### src/rtc_pkg.sv
package rtc_pkg;

  // ----------------------------------------------------------------
  // geometry
  // ----------------------------------------------------------------
  localparam int unsigned NCH    = 4;
  localparam int unsigned NSENSE = 3;
  localparam int unsigned NCAP   = 2;
  localparam int unsigned PER_W  = 17;

  // ----------------------------------------------------------------
  // register byte offsets
  // ----------------------------------------------------------------
  localparam logic [7:0] OFS_CTRL      = 8'h00;
  localparam logic [7:0] OFS_SEC_CNT   = 8'h04;
  localparam logic [7:0] OFS_SEC_ALM   = 8'h08;
  localparam logic [7:0] OFS_FLEX_CNT  = 8'h0c;
  localparam logic [7:0] OFS_FLEX_ALM  = 8'h10;
  localparam logic [7:0] OFS_CAP_CNT   = 8'h14;
  localparam logic [7:0] OFS_CAP_FRAC  = 8'h18;
  localparam logic [7:0] OFS_STATUS    = 8'h1c;
  localparam logic [7:0] OFS_CLEAR     = 8'h20;
  localparam logic [7:0] OFS_IRQ_EN    = 8'h24;
  localparam logic [7:0] OFS_WAKE_EN   = 8'h28;
  localparam logic [7:0] OFS_PER_CNT   = 8'h2c;
  // strobe channels: 8'h40 + 16*ch, sub-registers by word
  localparam logic [1:0] CH_PAGE       = 2'h1;
  localparam logic [1:0] SUB_CFG       = 2'h0;
  localparam logic [1:0] SUB_TARGET    = 2'h1;
  localparam logic [1:0] SUB_PERIOD    = 2'h2;
  localparam logic [1:0] SUB_HIGH      = 2'h3;

  // ----------------------------------------------------------------
  // status bit positions
  // ----------------------------------------------------------------
  localparam int unsigned ST_SEC  = 0;
  localparam int unsigned ST_FLEX = 1;
  localparam int unsigned ST_PER  = 2;
  localparam int unsigned ST_CAP  = 3;
  localparam int unsigned ST_ACT  = 4;
  localparam int unsigned ST_PAT  = 8;
  localparam int unsigned ST_W    = 12;

  // ----------------------------------------------------------------
  // timing and reset values
  // ----------------------------------------------------------------
  localparam logic [14:0] SEC_DIV_LAST  = 15'h7fff;
  localparam logic [5:0]  PERIODIC_LAST = 6'h3b;
  localparam logic [14:0] FRAC_ALL      = 15'h7fff;
  localparam logic [PER_W-1:0] PERIOD_RST = 17'h00002;
  localparam logic [PER_W-1:0] HIGH_RST   = 17'h00001;

  typedef struct packed {
    logic [3:0] presc_exp;
    logic       cap_en;
    logic       periodic_en;
    logic       flex_alarm_en;
    logic       sec_alarm_en;
    logic       src_osc;
    logic       flex_en;
    logic       sec_en;
  } ctrl_type;

  typedef struct packed {
    logic [2:0] pattern;
    logic [2:0] mask;
    logic       pat_en;
    logic       act_en;
    logic       en;
  } strobe_cfg_type;

  localparam ctrl_type       CTRL_RST = '0;
  localparam strobe_cfg_type SCFG_RST = '0;

endpackage : rtc_pkg

### src/dual_rtc.sv
// Function
// - seconds counter divides its 32 kHz source by 32768 and counts seconds
// - flexible counter prescaler is any power of two, exponent 0 to 15
// - seconds from crystal; flexible from crystal or oscillator by select
// - seconds counter has one absolute non-repeating alarm in seconds
// - flexible alarm resolves one flexible count unit of 2^exponent source cycles
// - flexible counter has absolute alarm and periodic alarm every 60 units
// - four strobe channels, programmable period and duty, 0.25 Hz-16.384 kHz
// - each strobe pulses its pin from a target flexible count
// - strobes keep running in active, flexi and hibernate modes
// - a transition on a capture input latches the flexible count
// - a capture can wake the chip and raise an interrupt
// - the capture holds the exact source cycle of the event
// - each strobe owns three sense inputs sampled by its own pulse
// - each strobe can interrupt on activity of its sampled inputs
// - wake can be limited to a programmed pattern on sense inputs
// - the seconds alarm can wake the chip from shutdown when enabled
`timescale 1ns/1ps

module dual_rtc
  import rtc_pkg::*;
(
  // system
  input  wire logic              clk,
  input  wire logic              nrst,
  // apb slave
  input  wire logic              psel,
  input  wire logic              penable,
  input  wire logic              pwrite,
  input  wire logic [7:0]        paddr,
  input  wire logic [31:0]       pwdata,
  output logic      [31:0]       prdata,
  output logic                   pready,
  output logic                   pslverr,
  // low-frequency sources, sampled as data
  input  wire logic              low_freq_crystal,
  input  wire logic              low_freq_oscillator,
  // external sensor pins
  input  wire logic [NCAP-1:0]   cap_in,
  input  wire logic [NCH*NSENSE-1:0] sense_in,
  output logic      [NCH-1:0]    strobe_out,
  // to the processor and power control
  output logic                   irq,
  output logic                   wake
);

  // ----------------------------------------------------------------
  // reset release and input synchronisers
  // ----------------------------------------------------------------
  logic [1:0]              rst_sync_r;
  logic                    rst_n;
  logic [1:0]              xtal_s_r, osc_s_r;
  logic                    xtal_d_r, osc_d_r;
  logic [NCAP-1:0]         cap_s1_r, cap_s2_r, cap_d_r;
  logic [NCH*NSENSE-1:0]   sense_s1_r, sense_s2_r;

  always_ff @(posedge clk or negedge nrst) begin
    if (!nrst) begin
      rst_sync_r <= '0;
    end else begin
      rst_sync_r <= {rst_sync_r[0], 1'b1};
    end
  end
  assign rst_n = rst_sync_r[1];

  // first stages feed only the second stages
  always_ff @(posedge clk or negedge rst_n) begin
    if (!rst_n) begin
      xtal_s_r   <= '0;
      osc_s_r    <= '0;
      xtal_d_r   <= 1'b0;
      osc_d_r    <= 1'b0;
      cap_s1_r   <= '0;
      cap_s2_r   <= '0;
      cap_d_r    <= '0;
      sense_s1_r <= '0;
      sense_s2_r <= '0;
    end else begin
      xtal_s_r   <= {xtal_s_r[0], low_freq_crystal};
      osc_s_r    <= {osc_s_r[0], low_freq_oscillator};
      xtal_d_r   <= xtal_s_r[1];
      osc_d_r    <= osc_s_r[1];
      cap_s1_r   <= cap_in;
      cap_s2_r   <= cap_s1_r;
      cap_d_r    <= cap_s2_r;
      sense_s1_r <= sense_in;
      sense_s2_r <= sense_s1_r;
    end
  end

  // ----------------------------------------------------------------
  // source ticks
  // ----------------------------------------------------------------
  ctrl_type ctrl_r;
  logic     xtal_tick, osc_tick, flex_src_tick;

  assign xtal_tick = xtal_s_r[1] & ~xtal_d_r;
  assign osc_tick  = osc_s_r[1] & ~osc_d_r;
  assign flex_src_tick = ctrl_r.src_osc ? osc_tick : xtal_tick;

  // ----------------------------------------------------------------
  // counters, alarms, capture, status, registers
  // ----------------------------------------------------------------
  logic [14:0]  sec_div_r, sec_div_nxt;
  logic [31:0]  sec_cnt_r, sec_cnt_nxt, sec_alm_r, sec_alm_nxt;
  logic [14:0]  flex_pre_r, flex_pre_nxt, frac_mask;
  logic [31:0]  flex_cnt_r, flex_cnt_nxt, flex_alm_r, flex_alm_nxt;
  logic [5:0]   per_cnt_r, per_cnt_nxt;
  logic [31:0]  cap_cnt_r, cap_cnt_nxt;
  logic [14:0]  cap_frac_r, cap_frac_nxt;
  logic [ST_W-1:0] st_r, st_nxt, st_set, ien_r, ien_nxt, wen_r, wen_nxt;
  ctrl_type     ctrl_nxt;
  strobe_cfg_type  scfg_r [NCH];
  strobe_cfg_type  scfg_nxt [NCH];
  logic [31:0]     tgt_r [NCH];
  logic [31:0]     tgt_nxt [NCH];
  logic [PER_W-1:0] per_r [NCH];
  logic [PER_W-1:0] per_nxt [NCH];
  logic [PER_W-1:0] hi_r [NCH];
  logic [PER_W-1:0] hi_nxt [NCH];
  logic [NCH-1:0]  act_set, pat_set;
  logic         sec_tick, flex_tick, wr_en, acc, mapped;
  logic [31:0]  rdata;
  logic [31:0]  prdata_nxt;
  logic         pready_nxt, pslverr_nxt, irq_nxt, wake_nxt;
  logic [1:0]   ch_sel;
  logic         is_ch;

  assign frac_mask = ~(FRAC_ALL << ctrl_r.presc_exp);
  assign flex_tick = flex_src_tick & ctrl_r.flex_en
                   & ((flex_pre_r & frac_mask) == frac_mask);
  assign sec_tick  = xtal_tick & ctrl_r.sec_en & (sec_div_r == SEC_DIV_LAST);

  assign acc    = psel & penable;
  assign wr_en  = acc & pready & pwrite;
  assign ch_sel = paddr[5:4];
  assign is_ch  = (paddr[7:6] == CH_PAGE);

  always_comb begin
    // counting
    sec_div_nxt  = sec_div_r;
    sec_cnt_nxt  = sec_cnt_r;
    flex_pre_nxt = flex_pre_r;
    flex_cnt_nxt = flex_cnt_r;
    per_cnt_nxt  = per_cnt_r;
    cap_cnt_nxt  = cap_cnt_r;
    cap_frac_nxt = cap_frac_r;
    st_set       = '0;
    if (xtal_tick && ctrl_r.sec_en) begin
      sec_div_nxt = 15'(sec_div_r + 15'h1);
    end
    if (sec_tick) begin
      sec_cnt_nxt = sec_cnt_r + 32'h1;
      st_set[ST_SEC] = ctrl_r.sec_alarm_en
                     & (sec_cnt_nxt == sec_alm_r);
    end
    if (flex_src_tick && ctrl_r.flex_en) begin
      flex_pre_nxt = 15'(flex_pre_r + 15'h1);
    end
    if (flex_tick) begin
      flex_cnt_nxt = flex_cnt_r + 32'h1;
      // exponent 0 gives one unit per source cycle
      st_set[ST_FLEX] = ctrl_r.flex_alarm_en
                      & (flex_cnt_nxt == flex_alm_r);
      if (ctrl_r.periodic_en) begin
        per_cnt_nxt = (per_cnt_r == PERIODIC_LAST) ? 6'h0
                    : 6'(per_cnt_r + 6'h1);
        st_set[ST_PER] = (per_cnt_r == PERIODIC_LAST);
      end
    end
    if (ctrl_r.cap_en && (cap_s2_r != cap_d_r)) begin
      cap_cnt_nxt  = flex_cnt_r;
      cap_frac_nxt = flex_pre_r & frac_mask;
      st_set[ST_CAP] = 1'b1;
    end
    st_set[ST_ACT +: NCH] = act_set;
    st_set[ST_PAT +: NCH] = pat_set;

    // register writes
    ctrl_nxt    = ctrl_r;
    sec_alm_nxt = sec_alm_r;
    flex_alm_nxt = flex_alm_r;
    ien_nxt     = ien_r;
    wen_nxt     = wen_r;
    st_nxt      = st_r;
    for (int i = 0; i < NCH; i++) begin
      scfg_nxt[i] = scfg_r[i];
      tgt_nxt[i]  = tgt_r[i];
      per_nxt[i]  = per_r[i];
      hi_nxt[i]   = hi_r[i];
    end
    if (wr_en) begin
      if (is_ch) begin
        unique case (paddr[3:2])
          SUB_CFG:    scfg_nxt[ch_sel] = pwdata[$bits(strobe_cfg_type)-1:0];
          SUB_TARGET: tgt_nxt[ch_sel]  = pwdata;
          SUB_PERIOD: per_nxt[ch_sel]  = pwdata[PER_W-1:0];
          SUB_HIGH:   hi_nxt[ch_sel]   = pwdata[PER_W-1:0];
        endcase
      end else begin
        case (paddr)
          OFS_CTRL:     ctrl_nxt     = pwdata[$bits(ctrl_type)-1:0];
          OFS_SEC_CNT:  sec_cnt_nxt  = pwdata;
          OFS_SEC_ALM:  sec_alm_nxt  = pwdata;
          OFS_FLEX_CNT: flex_cnt_nxt = pwdata;
          OFS_FLEX_ALM: flex_alm_nxt = pwdata;
          OFS_IRQ_EN:   ien_nxt      = pwdata[ST_W-1:0];
          OFS_WAKE_EN:  wen_nxt      = pwdata[ST_W-1:0];
          OFS_CLEAR:    st_nxt       = st_r & ~pwdata[ST_W-1:0];
          default:      st_nxt       = st_r;
        endcase
      end
    end
    // a hardware event in the clearing cycle survives
    st_nxt  = st_nxt | st_set;
    irq_nxt = |(st_r & ien_r);
    wake_nxt = |(st_r & wen_r);
  end

  // ----------------------------------------------------------------
  // apb answer: one wait state, data registered with pready
  // ----------------------------------------------------------------
  always_comb begin
    rdata  = 32'h0;
    mapped = 1'b1;
    if (is_ch) begin
      unique case (paddr[3:2])
        SUB_CFG:    rdata = 32'(scfg_r[ch_sel]);
        SUB_TARGET: rdata = tgt_r[ch_sel];
        SUB_PERIOD: rdata = 32'(per_r[ch_sel]);
        SUB_HIGH:   rdata = 32'(hi_r[ch_sel]);
      endcase
    end else begin
      case (paddr)
        OFS_CTRL:     rdata = 32'(ctrl_r);
        OFS_SEC_CNT:  rdata = sec_cnt_r;
        OFS_SEC_ALM:  rdata = sec_alm_r;
        OFS_FLEX_CNT: rdata = flex_cnt_r;
        OFS_FLEX_ALM: rdata = flex_alm_r;
        OFS_CAP_CNT:  rdata = cap_cnt_r;
        OFS_CAP_FRAC: rdata = 32'(cap_frac_r);
        OFS_STATUS:   rdata = 32'(st_r);
        OFS_CLEAR:    rdata = 32'h0;
        OFS_IRQ_EN:   rdata = 32'(ien_r);
        OFS_WAKE_EN:  rdata = 32'(wen_r);
        OFS_PER_CNT:  rdata = 32'(per_cnt_r);
        default:      mapped = 1'b0;
      endcase
    end
    pready_nxt  = acc & ~pready;
    pslverr_nxt = acc & ~pready & ~mapped;
    prdata_nxt  = (acc & ~pready & ~pwrite & mapped) ? rdata : 32'h0;
  end

  always_ff @(posedge clk or negedge rst_n) begin
    if (!rst_n) begin
      sec_div_r  <= '0;
      sec_cnt_r  <= '0;
      sec_alm_r  <= '0;
      flex_pre_r <= '0;
      flex_cnt_r <= '0;
      flex_alm_r <= '0;
      per_cnt_r  <= '0;
      cap_cnt_r  <= '0;
      cap_frac_r <= '0;
      st_r       <= '0;
      ien_r      <= '0;
      wen_r      <= '0;
      ctrl_r     <= CTRL_RST;
      for (int i = 0; i < NCH; i++) begin
        scfg_r[i] <= SCFG_RST;
        tgt_r[i]  <= '0;
        per_r[i]  <= PERIOD_RST;
        hi_r[i]   <= HIGH_RST;
      end
      prdata     <= '0;
      pready     <= 1'b0;
      pslverr    <= 1'b0;
      irq        <= 1'b0;
      wake       <= 1'b0;
    end else begin
      sec_div_r  <= sec_div_nxt;
      sec_cnt_r  <= sec_cnt_nxt;
      sec_alm_r  <= sec_alm_nxt;
      flex_pre_r <= flex_pre_nxt;
      flex_cnt_r <= flex_cnt_nxt;
      flex_alm_r <= flex_alm_nxt;
      per_cnt_r  <= per_cnt_nxt;
      cap_cnt_r  <= cap_cnt_nxt;
      cap_frac_r <= cap_frac_nxt;
      st_r       <= st_nxt;
      ien_r      <= ien_nxt;
      wen_r      <= wen_nxt;
      ctrl_r     <= ctrl_nxt;
      for (int i = 0; i < NCH; i++) begin
        scfg_r[i] <= scfg_nxt[i];
        tgt_r[i]  <= tgt_nxt[i];
        per_r[i]  <= per_nxt[i];
        hi_r[i]   <= hi_nxt[i];
      end
      prdata     <= prdata_nxt;
      pready     <= pready_nxt;
      pslverr    <= pslverr_nxt;
      irq        <= irq_nxt;
      wake       <= wake_nxt;
    end
  end

  // ----------------------------------------------------------------
  // strobe channels, flexible counter only
  // ----------------------------------------------------------------
  // no power-mode input exists here, so only en or flex_en stops the channels
  for (genvar g = 0; g < NCH; g++) begin : gen_strobe
    logic             run_r, run_nxt, out_r, out_nxt;
    logic [PER_W-1:0] ph_r, ph_nxt;
    logic [2:0]       smp_r, smp_nxt, live;

    assign live = sense_s2_r[g*NSENSE +: NSENSE];

    always_comb begin
      run_nxt = run_r;
      ph_nxt  = ph_r;
      smp_nxt = smp_r;
      act_set[g] = 1'b0;
      pat_set[g] = 1'b0;
      if (!scfg_r[g].en || !ctrl_r.flex_en) begin
        run_nxt = 1'b0;
        ph_nxt  = '0;
      end else if (!run_r) begin
        run_nxt = (flex_cnt_r == tgt_r[g]);
        ph_nxt  = '0;
      end else if (flex_src_tick) begin
        ph_nxt = (ph_r >= PER_W'(per_r[g] - PER_W'(1))) ? '0
               : PER_W'(ph_r + PER_W'(1));
      end
      out_nxt = run_nxt & (ph_nxt < hi_r[g]);
      // sample on the falling edge of our own pulse
      if (out_r && !out_nxt) begin
        smp_nxt = live & scfg_r[g].mask;
        act_set[g] = scfg_r[g].act_en
                   & (smp_nxt != smp_r);
        pat_set[g] = scfg_r[g].pat_en
                   & (smp_nxt == (scfg_r[g].pattern
                                  & scfg_r[g].mask));
      end
    end

    always_ff @(posedge clk or negedge rst_n) begin
      if (!rst_n) begin
        run_r <= 1'b0;
        ph_r  <= '0;
        out_r <= 1'b0;
        smp_r <= '0;
      end else begin
        run_r <= run_nxt;
        ph_r  <= ph_nxt;
        out_r <= out_nxt;
        smp_r <= smp_nxt;
      end
    end

    assign strobe_out[g] = out_r;
  end

endmodule : dual_rtc

### config.mk
export PLATFORM = sky130hd
export DESIGN_NAME = dual_rtc
export DESIGN_NICKNAME = d
export VERILOG_FILES = /design/src/rtc_pkg.sv /design/src/dual_rtc.sv
export SDC_FILE = /design/constraint.sdc
export NUM_CORES = 2
export LEC_CHECK = 0
export BUFFER_PORTS_ARGS = -buffer_cell sky130_fd_sc_hd__buf_2
export CAP_MARGIN = 10
export CELL_PAD_IN_SITES_DETAIL_PLACEMENT = 1
export CELL_PAD_IN_SITES_GLOBAL_PLACEMENT = 1
export CORE_AREA = 2 2 324 454
export DETAILED_ROUTE_END_ITERATION = 8
export DIE_AREA = 0 0 326 456
export PLACE_DENSITY_LB_ADDON = 0.1
export SLEW_MARGIN = 5
export SYNTH_ARGS = -nofsm -noshare
export SYNTH_HDL_FRONTEND = slang
export SYNTH_SLANG_ARGS = --single-unit
### constraint.sdc
create_clock -name clk -period 52.4 [get_ports clk]
set_input_delay 7.86 -clock clk [delete_from_list [all_inputs] [get_ports clk]]
set_output_delay 7.86 -clock clk [all_outputs]
set_load 0.005 [all_outputs]
# Word level (Yosys, flattened, before mapping)
# Index checks and enable logic that the tools add are counted.
# classes
add_sub_neg,13
n_mul,0
n_shift,1
magnitude_cmp,10
n_reduce_logical,36
div_mod_pow,0
n_eq_ne,33
n_mux,77
bitwise,49
# op_table
cell,n
$mux 32,13
$mux 17,21
$pmux 32 s11,1
$eq 32x32->1,6
$bwmux 68,2
$bwmux 128,1
$pmux 32 s4,1
$add 17x1->17 const B,4
$bmux 17 s2,2
$ge 17x17->1,4
$lt 17x17->1,4
$sub 17x1->17 const B,4
$add 32x1->32 const B,2
$bmux 32 s2,1
$demux 32 s2,1
$and 12x12->12,3
$bwmux 36,1
$mux 12,3
$reduce_or 12->1,3
$demux 17 s2,1
$eq 8x5->1 const B,4
$eq 8x6->1 const B,4
$add 15x1->15 const B,2
$and 1x1->1,27
other kinds (34),104
# word_totals
n_memories,0
latchBits,0
out_inout_bits,40
rom_bits,0
in_bits,61
ram_bits,0
wordCells,302
ff_bits,720

# Longest topological paths before layout
# depth
depth_word,12
ltp_mapped,26
ltp_nobuf,24

# Worst setup path after synthesis
# Ideal clock, no wire load.
# synth_path
kind,input to register
startpoint,input port paddr[4]
endpoint,register prdata[0]
path_buffers,2
arrival_time_ns,9.950
setup_slack_ns,42.318
setup_ns,0.132
required_ns,52.268
stages,6
cell_sequence,clkbuf_1 clkbuf_1 mux4_2 mux4_2 o22ai_1 nor2_1
# synth_via
elab_chain_len,7
elab_cells_between_ends,33
cone_classes,eq/ne (11); mux (18); bitwise (2); reduce/logical (2)
# synth_rtl
element,line_no,source
"start, declared",dual_rtc.sv:30,"input wire logic [7:0] paddr,"
$not 2->3 (not written as such),-,
"$bmux 17 s2, or another cell as far along",dual_rtc.sv:231,SUB_HIGH: rdata = 32'(hi_r[ch_sel]);
"$mux 17 (not written as such), or another cell as far along (2 in series)",dual_rtc.sv:231,
$pmux 32 s4,dual_rtc.sv:227,unique case (paddr[3:2])
$mux 32,dual_rtc.sv:226,if (is_ch) begin
$mux 32 (*),dual_rtc.sv:252,prdata_nxt = (acc & ~pready & ~pwrite & mapped) ? rdata : 32'h0;
net prdata_nxt[0],dual_rtc.sv:124,logic [31:0] prdata_nxt;
"end signal, assigned",dual_rtc.sv:301,prdata <= prdata_nxt;
"end, declared",dual_rtc.sv:32,"output logic [31:0] prdata,"
# Mark *: on every way through the listed nets, which the timed path passes. The rest lies on a longest branch. The select of a mux whose other input is x is not followed.
# A chain may end at the register's enable or synchronous reset.

# Worst setup path after layout
# layout_path
startpoint,input port paddr[4]
endpoint,register sec_cnt_r[28]
# layout_via
elab_chain_len,4
# layout_rtl
element,line_no,source
$eq 8x3->1,dual_rtc.sv:201,case (paddr)
$mux 32,dual_rtc.sv:201,
$mux 32,dual_rtc.sv:193,if (is_ch) begin
$mux 32,dual_rtc.sv:192,if (wr_en) begin
net sec_cnt_nxt[28],dual_rtc.sv:105,"logic [31:0] sec_cnt_r, sec_cnt_nxt, sec_alm_r, sec_alm_nxt;"
"end signal, assigned",dual_rtc.sv:283,sec_cnt_r <= sec_cnt_nxt;
"end, declared",dual_rtc.sv:105,
# The timed path passes the listed nets, and every way through them passes these cells.

==> run metrics <==
Max Cap Violations 0; startpoint types primary input; TritonRoute pass-1 iters 7; Clock Path Buffers 3; residual DRC count 0; Max FO, Critical Path 63; total detailed-routing wirelength 165000 um; Final Hold Viols 0; Crit path arrival time 11.36 ns; CTS tree yes; CP required 52.99 ns; sequential cell area 18000 um^2; Gate Count Post-Synth 3790; Die Span X 326 um; Worst Hold Class reg -> reg; total nets after synthesis 3996; Slowest-stage cell, CP buf_4; worst setup path class in -> reg; register area share after synthesis 44.8%; VDD IR max 22.6 uV; via count 29900; setup TNS 0 ns; sw frac 26.5%; Initial Utilization 27.9%; sequential power share 44.2%; Hold Buf Count CTS 0; Final #Nets 4008; total track usage 22.1%; fin crit share 20.5%; Core Box Area 144000 um^2; largest net degree at the start of global routing 73; post-CTS setup repair buffer count 0; routed length per instance 28.4 um; DR vias/cell 5.16; Max Freq 92.9 MHz; first-pass GRT wire length 239000 um; Combinational Power Share 7.6%; top_reg_cell synth dfrtp_1; number of synthesized flops with an enable pin 0; filler instances 15900; GPL Wtd Cong 0.885; CTS buffer count 87; Relative slew margins 23.3%; vias in the first global route 32000; skew final 0.0482 ns; PostCTS Resize Cnt 0; Crit. path cell count 10; CP endpoint kind flip-flop; Routed Antenna Nets 0; status finished clean; port bufs 100; cell mode on critical path buf_4; Mean Syn Cell Area 10.6 um^2; Sink Count 720; I/O pins 101; Tightest Pin Transition 1.14 ns; worst path bufs/invs 5; worst-path cell chain buf_4 > buf_4 > buf_4 > nor2_1 > nand2_1 > nor2_2 > buf_4 > nand2_2 > buf_4 > mux2_2; multi-input logic area 20800 um^2; Iter 0 DRT Violations 1828; RSZ-0062 raised after global routing false; root buf cell clkbuf_16; worst hold stages 0; FP Rows 165; clock power share 48.3%; ys async rst share 100%; Period minus WS final 10.77 ns; DP HPWL 123000 um; setup violators final 0; H-tree levels 3; area post-placement 42700 um^2; fin area 45600 um^2; register bit total from synthesis 720; Clk Latency, worst-skew pair 0.73 ns; antenna violations before repair 3; crit-path max cell delay 0.73 ns; Synthesis Warnings 0; Die Height 456 um; Int Pwr 956 uW; Yosys cell types 86; fraction of final layout cells sized beyond drive strength 1 21.0%; Switching Power 344 uW; die area 149000 um^2; R2R depth 23; PD cells 28.5 nW/um^2; Area growth syn-to-layout 13.3%; Pleak 20.5 nW; Final Max Slew Viols 0; global route total overflow 0; CTS clk-pin slew, worst paths 0.06 ns; kind of cell adding the most delay to the critical path buffers and inverters; Synth Cell Area 40200 um^2
[Yosys cell counts (9+ instances only)]
cell type,count,area [um^2]
nand3b_1,10,75.1
a222oi_1,23,230
xor2_1,167,1460
nand3_1,109,546
a22oi_1,68,510
nand4_1,102,638
or3_1,21,131
a211oi_1,12,90.1
mux2_2,364,4100
nor3_1,59,295
dfrtp_1,712,17800
a21o_1,15,113
o31ai_1,13,97.6
nand2_1,341,1280
a31oi_1,32,200
or2_2,9,56.3
and3_1,33,206
o21ai_0,140,701
buf_1,24,90.1
inv_1,126,473
buf_2,43,215
a2111oi_0,9,78.8
nor4_1,41,257
clkbuf_1,157,589
o22ai_1,10,62.6
a21oi_1,139,696
nor2b_1,19,119
xnor2_1,278,2430
mux4_2,84,1890
mux2i_1,16,160
a221oi_1,17,149
ha_1,145,1810
a22o_1,16,140
nor2_1,282,1060
nand2b_1,14,87.6
[sequential cells by signal (all words and copies together), names as in the netlist, 32 cells and up]
name and count:
sec_alm_r 32, gen_strobe.ph_r 68, flex_cnt_r 32, prdata 32, scfg_r 36, per_r 68, sec_cnt_r 32, tgt_r 128
flex_alm_r 32, cap_cnt_r 32, hi_r 68
[logic make-up (layout without fill, tap and decap cells)]
logic type               count (synthesis)  after routing  share of synthesized area [%]
buffers and inverters                  365            440                           3.70
other                                    1              5                        0.00932
AND/OR/NAND/NOR                       1093           1093                           13.0
adder cells (fa/ha/maj)                146            146                           4.53
XOR/XNOR                               445            445                           9.69
AO/OA/AOI/OAI                          556            556                           8.96
flip-flops                             720            720                           44.8
multiplexers                           464            464                           15.3
[power groups by stage]
| stage | clock, mW | combinational, mW | sequential (mW) |
|---|---|---|---|
| floorplan | 0 | 0.0547 | 0.586 |
| global placement | 0 | 0.100 | 0.585 |
| detailed placement | 0 | 0.100 | 0.585 |
| CTS | 0.649 | 0.101 | 0.575 |
| global route | 0.666 | 0.107 | 0.575 |
| finish | 0.627 | 0.0984 | 0.575 |
[final cells by class]
cell class	instances	share of cell area [%]
multi-input combinational	2705	45.7
clock inverter	29	0.752
clock buffer	123	5.56
antenna	4	0.0220
timing repair buffer	160	2.10
inverter	128	1.05
tap	1920	5.27
sequential	720	39.6
[final timing paths]
kind | startpoint | end | slack (ns)
max reg2reg | per_r[4]$_DFFE_PN0P_ | st_r[7]$_DFF_PN0_ | 45.76
min in group asynchronous | rst_sync_r[1]$_DFF_PN0_ | gen_strobe[1].ph_r[0]$_DFF_PN0_ | 0.35
max in group asynchronous | nrst | rst_sync_r[1]$_DFF_PN0_ | 45.36
min reg2reg | sense_s1_r[10]$_DFF_PN0_ | sense_s2_r[10]$_DFF_PN0_ | 0.34
min | sense_s1_r[10]$_DFF_PN0_ | sense_s2_r[10]$_DFF_PN0_ | 0.34
max | paddr[4] | sec_cnt_r[28]$_DFF_PN0_ | 41.63
[per-stage QoR]
stage / power (mW) / hold slack [ns] / util (%) / setup WS [ns] / instances
4_1_cts: 1.32 / 0.333 / 31.6 / 41.59 / 5785
6_report: 1.30 / 0.337 / 31.6 / 41.63 / 5789
5_1_grt: 1.35 / 0.341 / 31.6 / 41.33 / 5786
3_3_place_gp: 0.685 / 0.334 / 29.6 / 40.88 / 5633
2_1_floorplan: 0.641 / 0.331 / - / 30.86 / 3790
3_5_place_dp: 0.685 / 0.336 / 29.6 / 40.82 / 5633
[placed cells by master, fill, tap and decap left out, types with 18 or more instances in the layout]
cell type,Yosys,layout
a21oi_1,139,139
a222oi_1,23,23
a22oi_1,68,68
a31oi_1,32,32
and3_1,33,33
buf_2,43,98
buf_4,7,62
clkbuf_16,0,89
clkbuf_8,0,18
dfrtp_1,712,711
ha_1,145,145
inv_1,126,126
mux2_2,364,364
mux4_2,84,84
nand2_1,341,339
nand3_1,109,108
nand4_1,102,102
nor2_1,282,271
nor3_1,59,58
nor4_1,41,39
o21ai_0,140,140
or3_1,21,21
xnor2_1,278,278
xor2_1,167,167
[routing by layer]
| layer | global-route usage, % | up-vias | routed length [um] |
|---|---|---|---|
| met4 | 8.73 | 0 | 6360 |
| met1 | 26.5 | 15700 | 67500 |
| li1 | - | 13600 | - |
| met3 | 1.91 | 183 | 4030 |
| met2 | 40.6 | 498 | 86600 |
| met5 | 0 | - | 0 |
No activity file was read; power rests on OpenSTA's default activity.
